--- config.mk ---
export PLATFORM = sky130hd
export DESIGN_NAME = dsg_engine
export DESIGN_NICKNAME = d
export VERILOG_FILES = /design/src/hdl/dsg_pkg.sv /design/src/hdl/dsg_engine.sv /design/src/hdl/dsg_item_addr.sv
export SDC_FILE = /design/constraint.sdc
export NUM_CORES = 2
export LEC_CHECK = 0
export BUFFER_PORTS_ARGS = -buffer_cell sky130_fd_sc_hd__buf_2
export CAP_MARGIN = 20
export CORE_ASPECT_RATIO = 0.5
export CORE_MARGIN = 2
export CORE_UTILIZATION = 54
export CTS_CLUSTER_SIZE = 14
export DETAILED_ROUTE_END_ITERATION = 8
export PLACE_DENSITY = 0.77
export SYNTH_ARGS = -nofsm -noshare
export SYNTH_HDL_FRONTEND = slang
export SYNTH_SLANG_ARGS = --single-unit
--- constraint.sdc ---
create_clock -name aclk -period 3.8 [get_ports aclk]
set_input_delay 0.76 -clock aclk [delete_from_list [all_inputs] [get_ports aclk]]
set_output_delay 0.76 -clock aclk [all_outputs]
set_load 0.005 [all_outputs]
--- src/hdl/dsg_pkg.sv ---
// dsg_pkg: constants shared by the dma scatter-gather engine.
// assumes 32-bit words and a control table aligned to its own size.
`default_nettype none

package dsg_pkg;
  // ---------------------------------------------------------------
  // control table geometry
  // ---------------------------------------------------------------
  localparam int CH_NUM = 32;
  localparam int STRUCT_SHIFT = 4;
  localparam int TABLE_ALIGN_BITS = 10;
  localparam logic [31:0] OFS_SRC_END = 32'h0000_0000;
  localparam logic [31:0] OFS_DST_END = 32'h0000_0004;
  localparam logic [31:0] OFS_CTL = 32'h0000_0008;

  // ---------------------------------------------------------------
  // control word fields
  // ---------------------------------------------------------------
  localparam int F_DSTINC = 30;
  localparam int F_DSTSIZE = 28;
  localparam int F_SRCINC = 26;
  localparam int F_SRCSIZE = 24;
  localparam int F_ARB = 14;
  localparam int F_XFER = 4;
  localparam int XFER_W = 10;
  localparam int ARB_W = 4;
  localparam int MODE_W = 3;
  localparam logic [1:0] INC_NONE = 2'h3;
  localparam logic [1:0] SIZE_WORD = 2'h2;
  // 2^10 items already cover the largest transfer count
  localparam logic [ARB_W-1:0] ARB_ALL = 4'hA;

  // transfer modes
  localparam logic [MODE_W-1:0] MODE_STOP = 3'h0;
  localparam logic [MODE_W-1:0] MODE_BASIC = 3'h1;
  localparam logic [MODE_W-1:0] MODE_AUTO = 3'h2;
  localparam logic [MODE_W-1:0] MODE_MEM_SG = 3'h4;
  localparam logic [MODE_W-1:0] MODE_ALT_MEM_SG = 3'h5;
  localparam logic [MODE_W-1:0] MODE_PER_SG = 3'h6;
  localparam logic [MODE_W-1:0] MODE_ALT_PER_SG = 3'h7;

  // ---------------------------------------------------------------
  // register map
  // ---------------------------------------------------------------
  localparam logic [7:0] REG_CFG = 8'h00;
  localparam logic [7:0] REG_CTLBASE = 8'h04;
  localparam logic [7:0] REG_ENASET = 8'h08;
  localparam logic [7:0] REG_ENACLR = 8'h0C;
  localparam logic [7:0] REQUEST_MASK_SET_REG = 8'h10;
  localparam logic [7:0] REQUEST_MASK_CLEAR_REG = 8'h14;
  localparam logic [7:0] REG_SWREQ = 8'h18;
  localparam logic [7:0] REG_BURSTONLY_SET = 8'h1C;
  localparam logic [7:0] REG_BURSTONLY_CLR = 8'h20;
  localparam logic [7:0] REG_ALTSET = 8'h24;
  localparam logic [7:0] REG_ALTCLR = 8'h28;
  localparam logic [7:0] REG_STATUS = 8'h2C;
  localparam logic [31:0] REG_RST = 32'h0000_0000;
  localparam logic [1:0] RESP_OKAY = 2'h0;
  localparam logic [1:0] RESP_SLVERR = 2'h2;
  // arbitrary default
  localparam logic [31:0] SW_TRIG_ADDR_DEF = 32'h0000_0F00;
endpackage

`default_nettype wire
--- src/hdl/dsg_engine.sv ---
// dsg_engine: channel sequencer of a multi-channel scatter-gather dma engine.
// assumes an axi4-lite master and a single-beat memory port answering by mem_ack.
`default_nettype none

module dsg_engine
  import dsg_pkg::*;
#(
  parameter int CH = CH_NUM,
  parameter logic [31:0] SW_TRIG_ADDR = SW_TRIG_ADDR_DEF
) (
  // clock and reset
  input wire logic aclk,
  input wire logic aresetn,
  input wire logic clken,
  // axi4-lite slave
  input wire logic [7:0] s_awaddr,
  input wire logic s_awvalid,
  output logic s_awready,
  input wire logic [31:0] s_wdata,
  input wire logic [3:0] s_wstrb,
  input wire logic s_wvalid,
  output logic s_wready,
  output logic [1:0] s_bresp,
  output logic s_bvalid,
  input wire logic s_bready,
  input wire logic [7:0] s_araddr,
  input wire logic s_arvalid,
  output logic s_arready,
  output logic [31:0] s_rdata,
  output logic [1:0] s_rresp,
  output logic s_rvalid,
  input wire logic s_rready,
  // peripheral requests
  input wire logic [CH-1:0] req_single,
  input wire logic [CH-1:0] req_burst,
  // memory master
  output logic mem_req,
  output logic mem_we,
  output logic [31:0] mem_addr,
  output logic [1:0] mem_size,
  output logic [31:0] mem_wdata,
  input wire logic mem_ack,
  input wire logic [31:0] mem_rdata,
  // completion
  output logic [CH-1:0] chan_done
);
  localparam int CW = $clog2(CH);
  localparam logic [CH-1:0] ONE = CH'(1);
  localparam logic [XFER_W:0] BLK_ONE = (XFER_W+1)'(1);
  localparam logic [31:0] ALT_BYTES = 32'(CH) << STRUCT_SHIFT;

  typedef enum logic [2:0] {S_IDLE, S_RD_SRC, S_RD_DST, S_RD_CTL, S_ITEM_RD, S_ITEM_WR, S_WB} dsg_state_t;

  dsg_state_t st;
  logic aw_held, w_held, wr_fire, master_en, rd_alt, burst_l, fin, any;
  logic [7:0] aw_addr;
  logic [31:0] w_data, ctl_base, src_end, dst_end, ctl, data, rd_mux;
  logic [CH-1:0] ena, mask, burst_only, alt, swreq, sticky, elig;
  logic [CW-1:0] cur, gnt;
  logic [XFER_W:0] blk, blk_new, items_rem, arb_n;
  logic [31:0] sbase, acc_addr, acc_wdata, src_item, dst_item, ctl_wb;
  logic acc_we;
  logic [XFER_W-1:0] dst_rem;
  logic [1:0] acc_size;
  logic [MODE_W-1:0] mode, r_mode;
  logic wb_ack, ctl_ack, prim_sg, alt_sg, done_ev, stop_ev;
  logic [CH-1:0] cur_oh, stop_vec, done_vec, alt_set_vec, alt_clr_vec;
  logic [CH-1:0] sticky_set_vec, sticky_clr_vec, grant_vec, trig_vec;

  // ---------------------------------------------------------------
  // axi4-lite slave
  // ---------------------------------------------------------------
  // readies drop with clken so no handshake is lost while frozen
  assign s_awready = clken & ~aw_held;
  assign s_wready = clken & ~w_held;
  assign s_arready = clken & ~s_rvalid;
  assign wr_fire = aw_held & w_held & ~s_bvalid;

  function automatic logic hit(input logic [7:0] a);
    return wr_fire && (aw_addr == a);
  endfunction

  function automatic logic [CH-1:0] wv(input logic [7:0] a);
    return hit(a) ? w_data[CH-1:0] : '0;
  endfunction

  always_ff @(posedge aclk) begin
    if (!aresetn) begin
      aw_held <= 1'b0;
      w_held <= 1'b0;
      aw_addr <= '0;
      w_data <= REG_RST;
    end else if (clken) begin
      if (s_awvalid && s_awready) begin
        aw_held <= 1'b1;
        aw_addr <= s_awaddr;
      end else if (wr_fire) begin
        aw_held <= 1'b0;
      end
      if (s_wvalid && s_wready) begin
        w_held <= 1'b1;
        w_data <= s_wdata & {{8{s_wstrb[3]}}, {8{s_wstrb[2]}}, {8{s_wstrb[1]}}, {8{s_wstrb[0]}}};
      end else if (wr_fire) begin
        w_held <= 1'b0;
      end
    end
  end

  always_ff @(posedge aclk) begin
    if (!aresetn) begin
      s_bvalid <= 1'b0;
      s_bresp <= RESP_OKAY;
    end else if (clken) begin
      if (wr_fire) begin
        s_bvalid <= 1'b1;
        s_bresp <= (aw_addr <= REG_STATUS && aw_addr[1:0] == 2'h0) ? RESP_OKAY : RESP_SLVERR;
      end else if (s_bready) begin
        s_bvalid <= 1'b0;
      end
    end
  end

  always_comb begin
    rd_mux = REG_RST;
    case (s_araddr)
      REG_CFG: rd_mux = {31'h0, master_en};
      REG_CTLBASE: rd_mux = ctl_base;
      REG_ENASET: rd_mux = 32'(ena);
      REQUEST_MASK_SET_REG: rd_mux = 32'(mask);
      REG_SWREQ: rd_mux = 32'(swreq);
      REG_BURSTONLY_SET: rd_mux = 32'(burst_only);
      REG_ALTSET: rd_mux = 32'(alt);
      REG_STATUS: rd_mux = (32'(cur) << 8) | {28'h0, 1'b0, 3'(st)};
      default: rd_mux = REG_RST;
    endcase
  end

  always_ff @(posedge aclk) begin
    if (!aresetn) begin
      s_rvalid <= 1'b0;
      s_rdata <= REG_RST;
      s_rresp <= RESP_OKAY;
    end else if (clken) begin
      if (s_arvalid && s_arready) begin
        s_rvalid <= 1'b1;
        s_rdata <= rd_mux;
        s_rresp <= (s_araddr <= REG_STATUS && s_araddr[1:0] == 2'h0) ? RESP_OKAY : RESP_SLVERR;
      end else if (s_rready) begin
        s_rvalid <= 1'b0;
      end
    end
  end

  // ---------------------------------------------------------------
  // channel registers; a hardware or software set wins over a clear
  // ---------------------------------------------------------------
  always_ff @(posedge aclk) begin
    if (!aresetn) begin
      master_en <= 1'b0;
      ctl_base <= REG_RST;
    end else if (clken) begin
      if (hit(REG_CFG))
        master_en <= w_data[0];
      if (hit(REG_CTLBASE))
        ctl_base <= {w_data[31:TABLE_ALIGN_BITS], {TABLE_ALIGN_BITS{1'b0}}};
    end
  end

  always_ff @(posedge aclk) begin
    if (!aresetn) begin
      ena <= '0;
      mask <= '0;
      burst_only <= '0;
      alt <= '0;
      swreq <= '0;
      sticky <= '0;
      chan_done <= '0;
    end else if (clken) begin
      ena <= (ena & ~wv(REG_ENACLR) & ~stop_vec) | wv(REG_ENASET);
      mask <= (mask & ~wv(REQUEST_MASK_CLEAR_REG)) | wv(REQUEST_MASK_SET_REG);
      burst_only <= (burst_only & ~wv(REG_BURSTONLY_CLR)) | wv(REG_BURSTONLY_SET);
      alt <= (alt & ~wv(REG_ALTCLR) & ~alt_clr_vec) | wv(REG_ALTSET) | alt_set_vec;
      swreq <= (swreq & ~grant_vec) | wv(REG_SWREQ) | trig_vec;
      sticky <= (sticky & ~sticky_clr_vec) | sticky_set_vec;
      chan_done <= done_vec;
    end
  end

  // ---------------------------------------------------------------
  // request gating and fixed-priority grant
  // ---------------------------------------------------------------
  for (genvar i = 0; i < CH; i++) begin : g_ch
    assign elig[i] = master_en & ena[i] & (sticky[i] | swreq[i]
                     | (~mask[i] & (req_burst[i] | (req_single[i] & ~burst_only[i]))));
  end

  always_comb begin
    gnt = '0;
    any = |elig;
    for (int i = CH - 1; i >= 0; i--) begin
      if (elig[i])
        gnt = CW'(i);
    end
  end

  // ---------------------------------------------------------------
  // sequencer events
  // ---------------------------------------------------------------
  assign cur_oh = ONE << cur;
  assign mode = ctl[MODE_W-1:0];
  assign r_mode = mem_rdata[MODE_W-1:0];
  assign wb_ack = (st == S_WB) && mem_req && mem_ack;
  assign ctl_ack = (st == S_RD_CTL) && mem_req && mem_ack;
  assign prim_sg = !rd_alt && (mode == MODE_MEM_SG || mode == MODE_PER_SG);
  assign alt_sg = rd_alt && (mode == MODE_ALT_MEM_SG || mode == MODE_ALT_PER_SG);
  // a non scatter-gather entry ends the list
  assign done_ev = wb_ack && fin && !prim_sg && !alt_sg;
  assign stop_ev = done_ev || (ctl_ack && r_mode == MODE_STOP);

  always_comb begin
    stop_vec = stop_ev ? cur_oh : '0;
    done_vec = done_ev ? cur_oh : '0;
    // every entry copy is followed by running the alternate
    alt_set_vec = (wb_ack && prim_sg) ? cur_oh : '0;
    alt_clr_vec = (wb_ack && fin && alt_sg) ? cur_oh : '0;
    sticky_set_vec = (ctl_ack && r_mode inside {MODE_AUTO, MODE_MEM_SG, MODE_ALT_MEM_SG, MODE_PER_SG})
                     ? cur_oh : '0;
    // peripheral list waits for a fresh request per entry
    sticky_clr_vec = (stop_ev || (wb_ack && fin && rd_alt && mode == MODE_ALT_PER_SG)) ? cur_oh : '0;
    grant_vec = (st == S_IDLE && any) ? (ONE << gnt) : '0;
    trig_vec = (st == S_ITEM_WR && mem_req && mem_ack && mem_addr == SW_TRIG_ADDR)
               ? mem_wdata[CH-1:0] : '0;
  end

  // block length: burst, auto and lists run a full arbitration block
  always_comb begin
    items_rem = (XFER_W+1)'(mem_rdata[F_XFER+:XFER_W]) + BLK_ONE;
    arb_n = BLK_ONE << mem_rdata[F_ARB+:ARB_W];
    if (mem_rdata[F_ARB+:ARB_W] >= ARB_ALL || arb_n > items_rem)
      arb_n = items_rem;
    blk_new = (burst_l || sticky[cur] || !(r_mode inside {MODE_BASIC, MODE_ALT_PER_SG}))
              ? arb_n : BLK_ONE;
  end

  // ---------------------------------------------------------------
  // memory accesses
  // ---------------------------------------------------------------
  dsg_item_addr u_src (
    .end_ptr(src_end),
    .remain(ctl[F_XFER+:XFER_W]),
    .inc(ctl[F_SRCINC+:2]),
    .addr(src_item)
  );

  // a list copy lands every entry on the same four alternate words
  // limitation: the primary block must be four items, one entry per block
  assign dst_rem = prim_sg ? XFER_W'(ctl[F_XFER+:2]) : ctl[F_XFER+:XFER_W];

  dsg_item_addr u_dst (
    .end_ptr(dst_end),
    .remain(dst_rem),
    .inc(ctl[F_DSTINC+:2]),
    .addr(dst_item)
  );

  always_comb begin
    sbase = ctl_base + (rd_alt ? ALT_BYTES : REG_RST) + (32'(cur) << STRUCT_SHIFT);
    ctl_wb = fin ? {ctl[31:MODE_W], MODE_STOP} : ctl;
    acc_addr = sbase + OFS_SRC_END;
    acc_we = 1'b0;
    acc_size = SIZE_WORD;
    acc_wdata = ctl_wb;
    unique case (st)
      S_RD_DST: acc_addr = sbase + OFS_DST_END;
      S_RD_CTL: acc_addr = sbase + OFS_CTL;
      S_ITEM_RD: begin
        acc_addr = src_item;
        acc_size = ctl[F_SRCSIZE+:2];
      end
      S_ITEM_WR: begin
        acc_addr = dst_item;
        acc_we = 1'b1;
        acc_size = ctl[F_DSTSIZE+:2];
        acc_wdata = data;
      end
      S_WB: begin
        acc_addr = sbase + OFS_CTL;
        acc_we = 1'b1;
      end
      default: acc_we = 1'b0;
    endcase
  end

  // ---------------------------------------------------------------
  // sequencer
  // ---------------------------------------------------------------
  always_ff @(posedge aclk) begin
    if (!aresetn) begin
      st <= S_IDLE;
      cur <= '0;
      rd_alt <= 1'b0;
      burst_l <= 1'b0;
      fin <= 1'b0;
      blk <= '0;
      src_end <= REG_RST;
      dst_end <= REG_RST;
      ctl <= REG_RST;
      data <= REG_RST;
      mem_req <= 1'b0;
      mem_we <= 1'b0;
      mem_addr <= REG_RST;
      mem_size <= SIZE_WORD;
      mem_wdata <= REG_RST;
    end else if (clken) begin
      if (st == S_IDLE) begin
        if (any) begin
          cur <= gnt;
          rd_alt <= alt[gnt];
          burst_l <= req_burst[gnt] & ~mask[gnt];
          st <= S_RD_SRC;
        end
      end else if (!mem_req) begin
        mem_req <= 1'b1;
        mem_we <= acc_we;
        mem_addr <= acc_addr;
        mem_size <= acc_size;
        mem_wdata <= acc_wdata;
      end else if (mem_ack) begin
        mem_req <= 1'b0;
        unique case (st)
          S_RD_SRC: begin
            src_end <= mem_rdata;
            st <= S_RD_DST;
          end
          S_RD_DST: begin
            dst_end <= mem_rdata;
            st <= S_RD_CTL;
          end
          S_RD_CTL: begin
            ctl <= mem_rdata;
            fin <= 1'b0;
            blk <= blk_new;
            st <= (r_mode == MODE_STOP) ? S_IDLE : S_ITEM_RD;
          end
          S_ITEM_RD: begin
            data <= mem_rdata;
            st <= S_ITEM_WR;
          end
          S_ITEM_WR: begin
            if (ctl[F_XFER+:XFER_W] == '0) begin
              fin <= 1'b1;
              st <= S_WB;
            end else begin
              ctl[F_XFER+:XFER_W] <= ctl[F_XFER+:XFER_W] - XFER_W'(1);
              blk <= blk - BLK_ONE;
              st <= (blk == BLK_ONE) ? S_WB : S_ITEM_RD;
            end
          end
          S_WB: st <= S_IDLE;
          default: st <= S_IDLE;
        endcase
      end
    end
  end
endmodule

`default_nettype wire

--- src/hdl/dsg_item_addr.sv ---
// dsg_item_addr: address of the current item from an inclusive end pointer.
// assumes remain holds items left minus one, as the control word does.
`default_nettype none

module dsg_item_addr
  import dsg_pkg::*;
(
  // pointer and count
  input wire logic [31:0] end_ptr,
  input wire logic [XFER_W-1:0] remain,
  input wire logic [1:0] inc,
  // result
  output logic [31:0] addr
);
  logic [31:0] ofs;

  always_comb begin
    ofs = 32'(remain) << inc;
    // a fixed side always uses the pointer itself
    addr = (inc == INC_NONE) ? end_ptr : end_ptr - ofs;
  end
endmodule

`default_nettype wire

==> results by group <==
Status
  • Status: completed

STA
  • RSZ-0062 raised after global routing: true
  • Fmax: 273.9 MHz
  • Final worst slack: ~150 ps
  • Final hold slack: between 400 and 500 ps
  • Tmin final: 3650 ps
  • Worst Skew: 27.95 ps
  • Fin. Hold Viols: 0
  • Worst slew margin: between 20% and 30%
  • Tightest Pin Transition: roughly 1100 ps
  • Fin crit share: a little over nine tenths
  • # setup viols final: 0
  • Fin. max-slew vios: 0

Setup path
  • Crit path max fanout: 9
  • Req. time, crit path: 4290 ps
  • R2R Path End: rd_alt
  • Critical path startpoint: mask[24]
  • Critical Path End: rd_alt
  • Critical Path Sink Type: flop
  • Setup CP Type: reg -> reg
  • Worst R2R Path Depth: 13
  • FF-to-FF setup slack: 150 ps
  • Startpoint types: flop
  • Critical R2R Launch: mask[24]
  • Crit path DAT: about 4100 ps

Synthesis
  • Ys async rst share: 0%
  • Netlist cell types: 90
  • Xor/xnor share of the synthesized area: roughly 1.8%
  • Syn Area/Cell: 7.867 sq um
  • Synth Area in Adders: between 1.5 and 2%
  • Leading area contributor after synthesis: dfxtp_1
  • Synth Area in Compound Gates: between 20% and 30%
  • Post-synthesis simple-gate area fraction: between 20% and 30%
  • Largest family of logic cells by synthesized area: compound AO/OA/AOI/OAI gates
  • Post-synth EDFFs: 0
  • Mapped cell area: between 20,000 and 30,000 sq um
  • Post-Syn Instances: between 3,000 and 4,000
  • Top cell type's share of synthesized area: a little over a third
  • Multiplexer share of the synthesized area: 4.472%
  • Post-synthesis sequential element count: around 540
  • YS warnings: 0
  • Top cells by area, synth: dfxtp_1, nand2_1, o21ai_0, a21boi_0, a21oi_1
  • Sequential fraction of the synthesis area: between 30% and 40%
  • Top_reg_cell synth: dfxtp_1

Finish
  • Fill cells: 4,813
  • Commonest non-fill, non-tap cell in the layout: nand2_1
  • Share of cells above drive strength 1: ~17%
  • P&R area growth vs syn: 15.04%
  • Post-layout instance area: between 30,000 and 40,000 sq um
  • Nets: 4,245
  • Most frequent cells in the layout: nand2_1, dfxtp_1, o21ai_0

Routing
  • DR WL/cell: around 27 um
  • DRT Wirelength: 128,300 um
  • DR pass1 iterations: 6
  • Post-route ant nets: 0
  • # DRC: 0
  • Via-to-Cell Ratio: approximately 6.6
  • Number of DRC markers in iteration 0: between 5,000 and 6,000
  • DR vias: roughly 32,000

Place
  • Area post-placement: approximately 33,000 sq um
  • Hpwl dp: 95,650 um
  • Port bufs: 295
  • Placer Congestion: between 1 and 1.5
  • Place WS: -109.0 ps

Power and ir drop
  • Pwr dens: between 300 and 400 nW/um^2
  • Static leakage: 12.93 nW
  • Worst VDD drop: approximately 0.32 mV

Floorplan
  • Core Area: roughly 54,000 sq um
  • Starting Density: between 50% and 60%
  • Die H: around 170 um
  • Die X: ~340 um
  • Core Rows: 60
  • IO Count: roughly 300
  • DIE AREA: ~57,000 sq um

Clock network
  • TritonCTS clock tree: yes
  • CTS H-tree lvls: 2
  • CTS clock-pin slew for the worst setup and hold paths: 70 ps
  • Cts bufs inserted: 50
  • Clock Tree Root: clkbuf_16
  • Skew-Pair Late Insertion Delay: between 600 and 700 ps
  • TritonCTS Sinks: approximately 540
  • CTS max path bufs: 3

Hold path
  • Hold path cells: 3
  • HP Class: in -> reg

GRT
  • Initial antenna violation count: 7
  • Largest net degree at the start of global routing: roughly 220
  • Gr ovfl total: 0
  • GRT Resource Usage Total: between 40% and 50%
  • First-pass GRT wire length: between 150,000 and 200,000 um
  • Number of global-route vias before repair: between 20,000 and 30,000

Flow run
  • Max-Cap Viols: 0
## registers in the layout, summed over array words and instances, names as in the netlist, 2 cells and up
register and count:
alt 32, burst_only 32, chan_done 32, ctl 32
data 32, dst_end 32, ena 32, mask 32
mem_addr 32, mem_wdata 32, s_rdata 32, src_end 32
sticky 32, swreq 32, w_data 32, ctl_base 22
blk 11, aw_addr 8, cur 5, st 3
mem_size 2
## synth_stat cells (12+ instances only)
master and instances:
o211a_1 38, nor4_1 25, xor2_1 43, a221oi_1 26, a22o_1 28, mux2i_1 55
and3_1 26, and2_1 120, a32oi_1 21, nand3_1 125, nand4_1 16, a21boi_0 212
clkbuf_1 270, o41ai_1 17, a21oi_1 209, o21ai_0 327, a21o_1 12, mux4_2 13
ha_1 41, dfxtp_1 543, nor2_1 143, xnor2_1 18, o31ai_1 15, a22oi_1 62
nor3_1 39, mux2_2 43, or2_2 39, nand3b_1 14, a211oi_1 12, o221ai_1 78
o211ai_1 23, nor2b_1 127, a31oi_1 19, nand2b_1 36, nand2_1 728, inv_1 46
nor3b_1 39
## where the power goes
part | internal [mW] | leakage (nW) | switching (mW)
Combinational | 0.312 | 7.76 | 0.535
Sequential | 5.77 | 4.38 | 0.113
Clock | 2.79 | 0.782 | 2.42
## what timing repair did
item	CTS	global route
setup endpoints to repair	2	19
hold buffers	0	0
resized for setup	1	21
pin swaps	1	4
setup buffers	1	1
## per-stage QoR
stage	power (mW)	TNS, ps	std cells	utilization, %
detailed placement	6.817	-225.7	4735	60.35
global placement	6.803	-111.7	4734	60.30
global route	12.19	-55.00	4824	63.45
floorplan	6.398	0	3807	-
finish	11.93	0	4825	63.46
CTS	11.87	0	4822	63.32
## layer usage
metal  track usage [%]  wire length, um  vias up
met3             13.59            18260      334
met1             63.80            55080    15320
met5                 0               36        -
met4             11.39             4109        6
li1                  -                -    14070
met2             60.44            50800     2118
## critical path, stage by stage (launching register included)
cell,delay [ps]
dfxtp_1,550
nor2b_1,140
o41ai_2,400
buf_4,180
nand2b_1,90
nand2_1,60
a2111o_1,460
a21oi_2,180
o21a_1,420
buf_4,220
mux2i_1,220
mux2i_1,110
nor3_1,140
o31a_1,350
## logic make-up after synthesis
group / after synthesis
buf+inv: 340
simple gates: 1505
other cells: 1
fa+ha+maj: 43
compound gates: 1201
flops: 543
xor+xnor: 61
mux: 112
## worst min path at each step
stage                 from    endpoint  slack (ps)
2_1_floorplan   aw_addr[6]  aw_addr[6]         440
3_3_place_gp    aw_addr[6]  aw_addr[6]         450
3_5_place_dp      data[24]    data[24]         460
4_1_cts        s_awaddr[1]  aw_addr[1]         400
5_1_grt        s_awaddr[3]  aw_addr[3]         420
6_report       s_awaddr[1]  aw_addr[1]         400
## area by class of cell
cell class | count | area [sq um] | share of cell area [%]
diodes | 2 | 5.005 | 0.01453
well taps | 744 | 930.9 | 2.703
flip-flops and latches | 543 | 10870 | 31.56
clock buffers | 69 | 1403 | 4.072
inverters | 48 | 180.2 | 0.5231
repair buffers | 478 | 2974 | 8.635
clock inverters | 17 | 201.4 | 0.5849
multi-input cells | 2924 | 17880 | 51.90
Power figures use the tool's default switching activity.
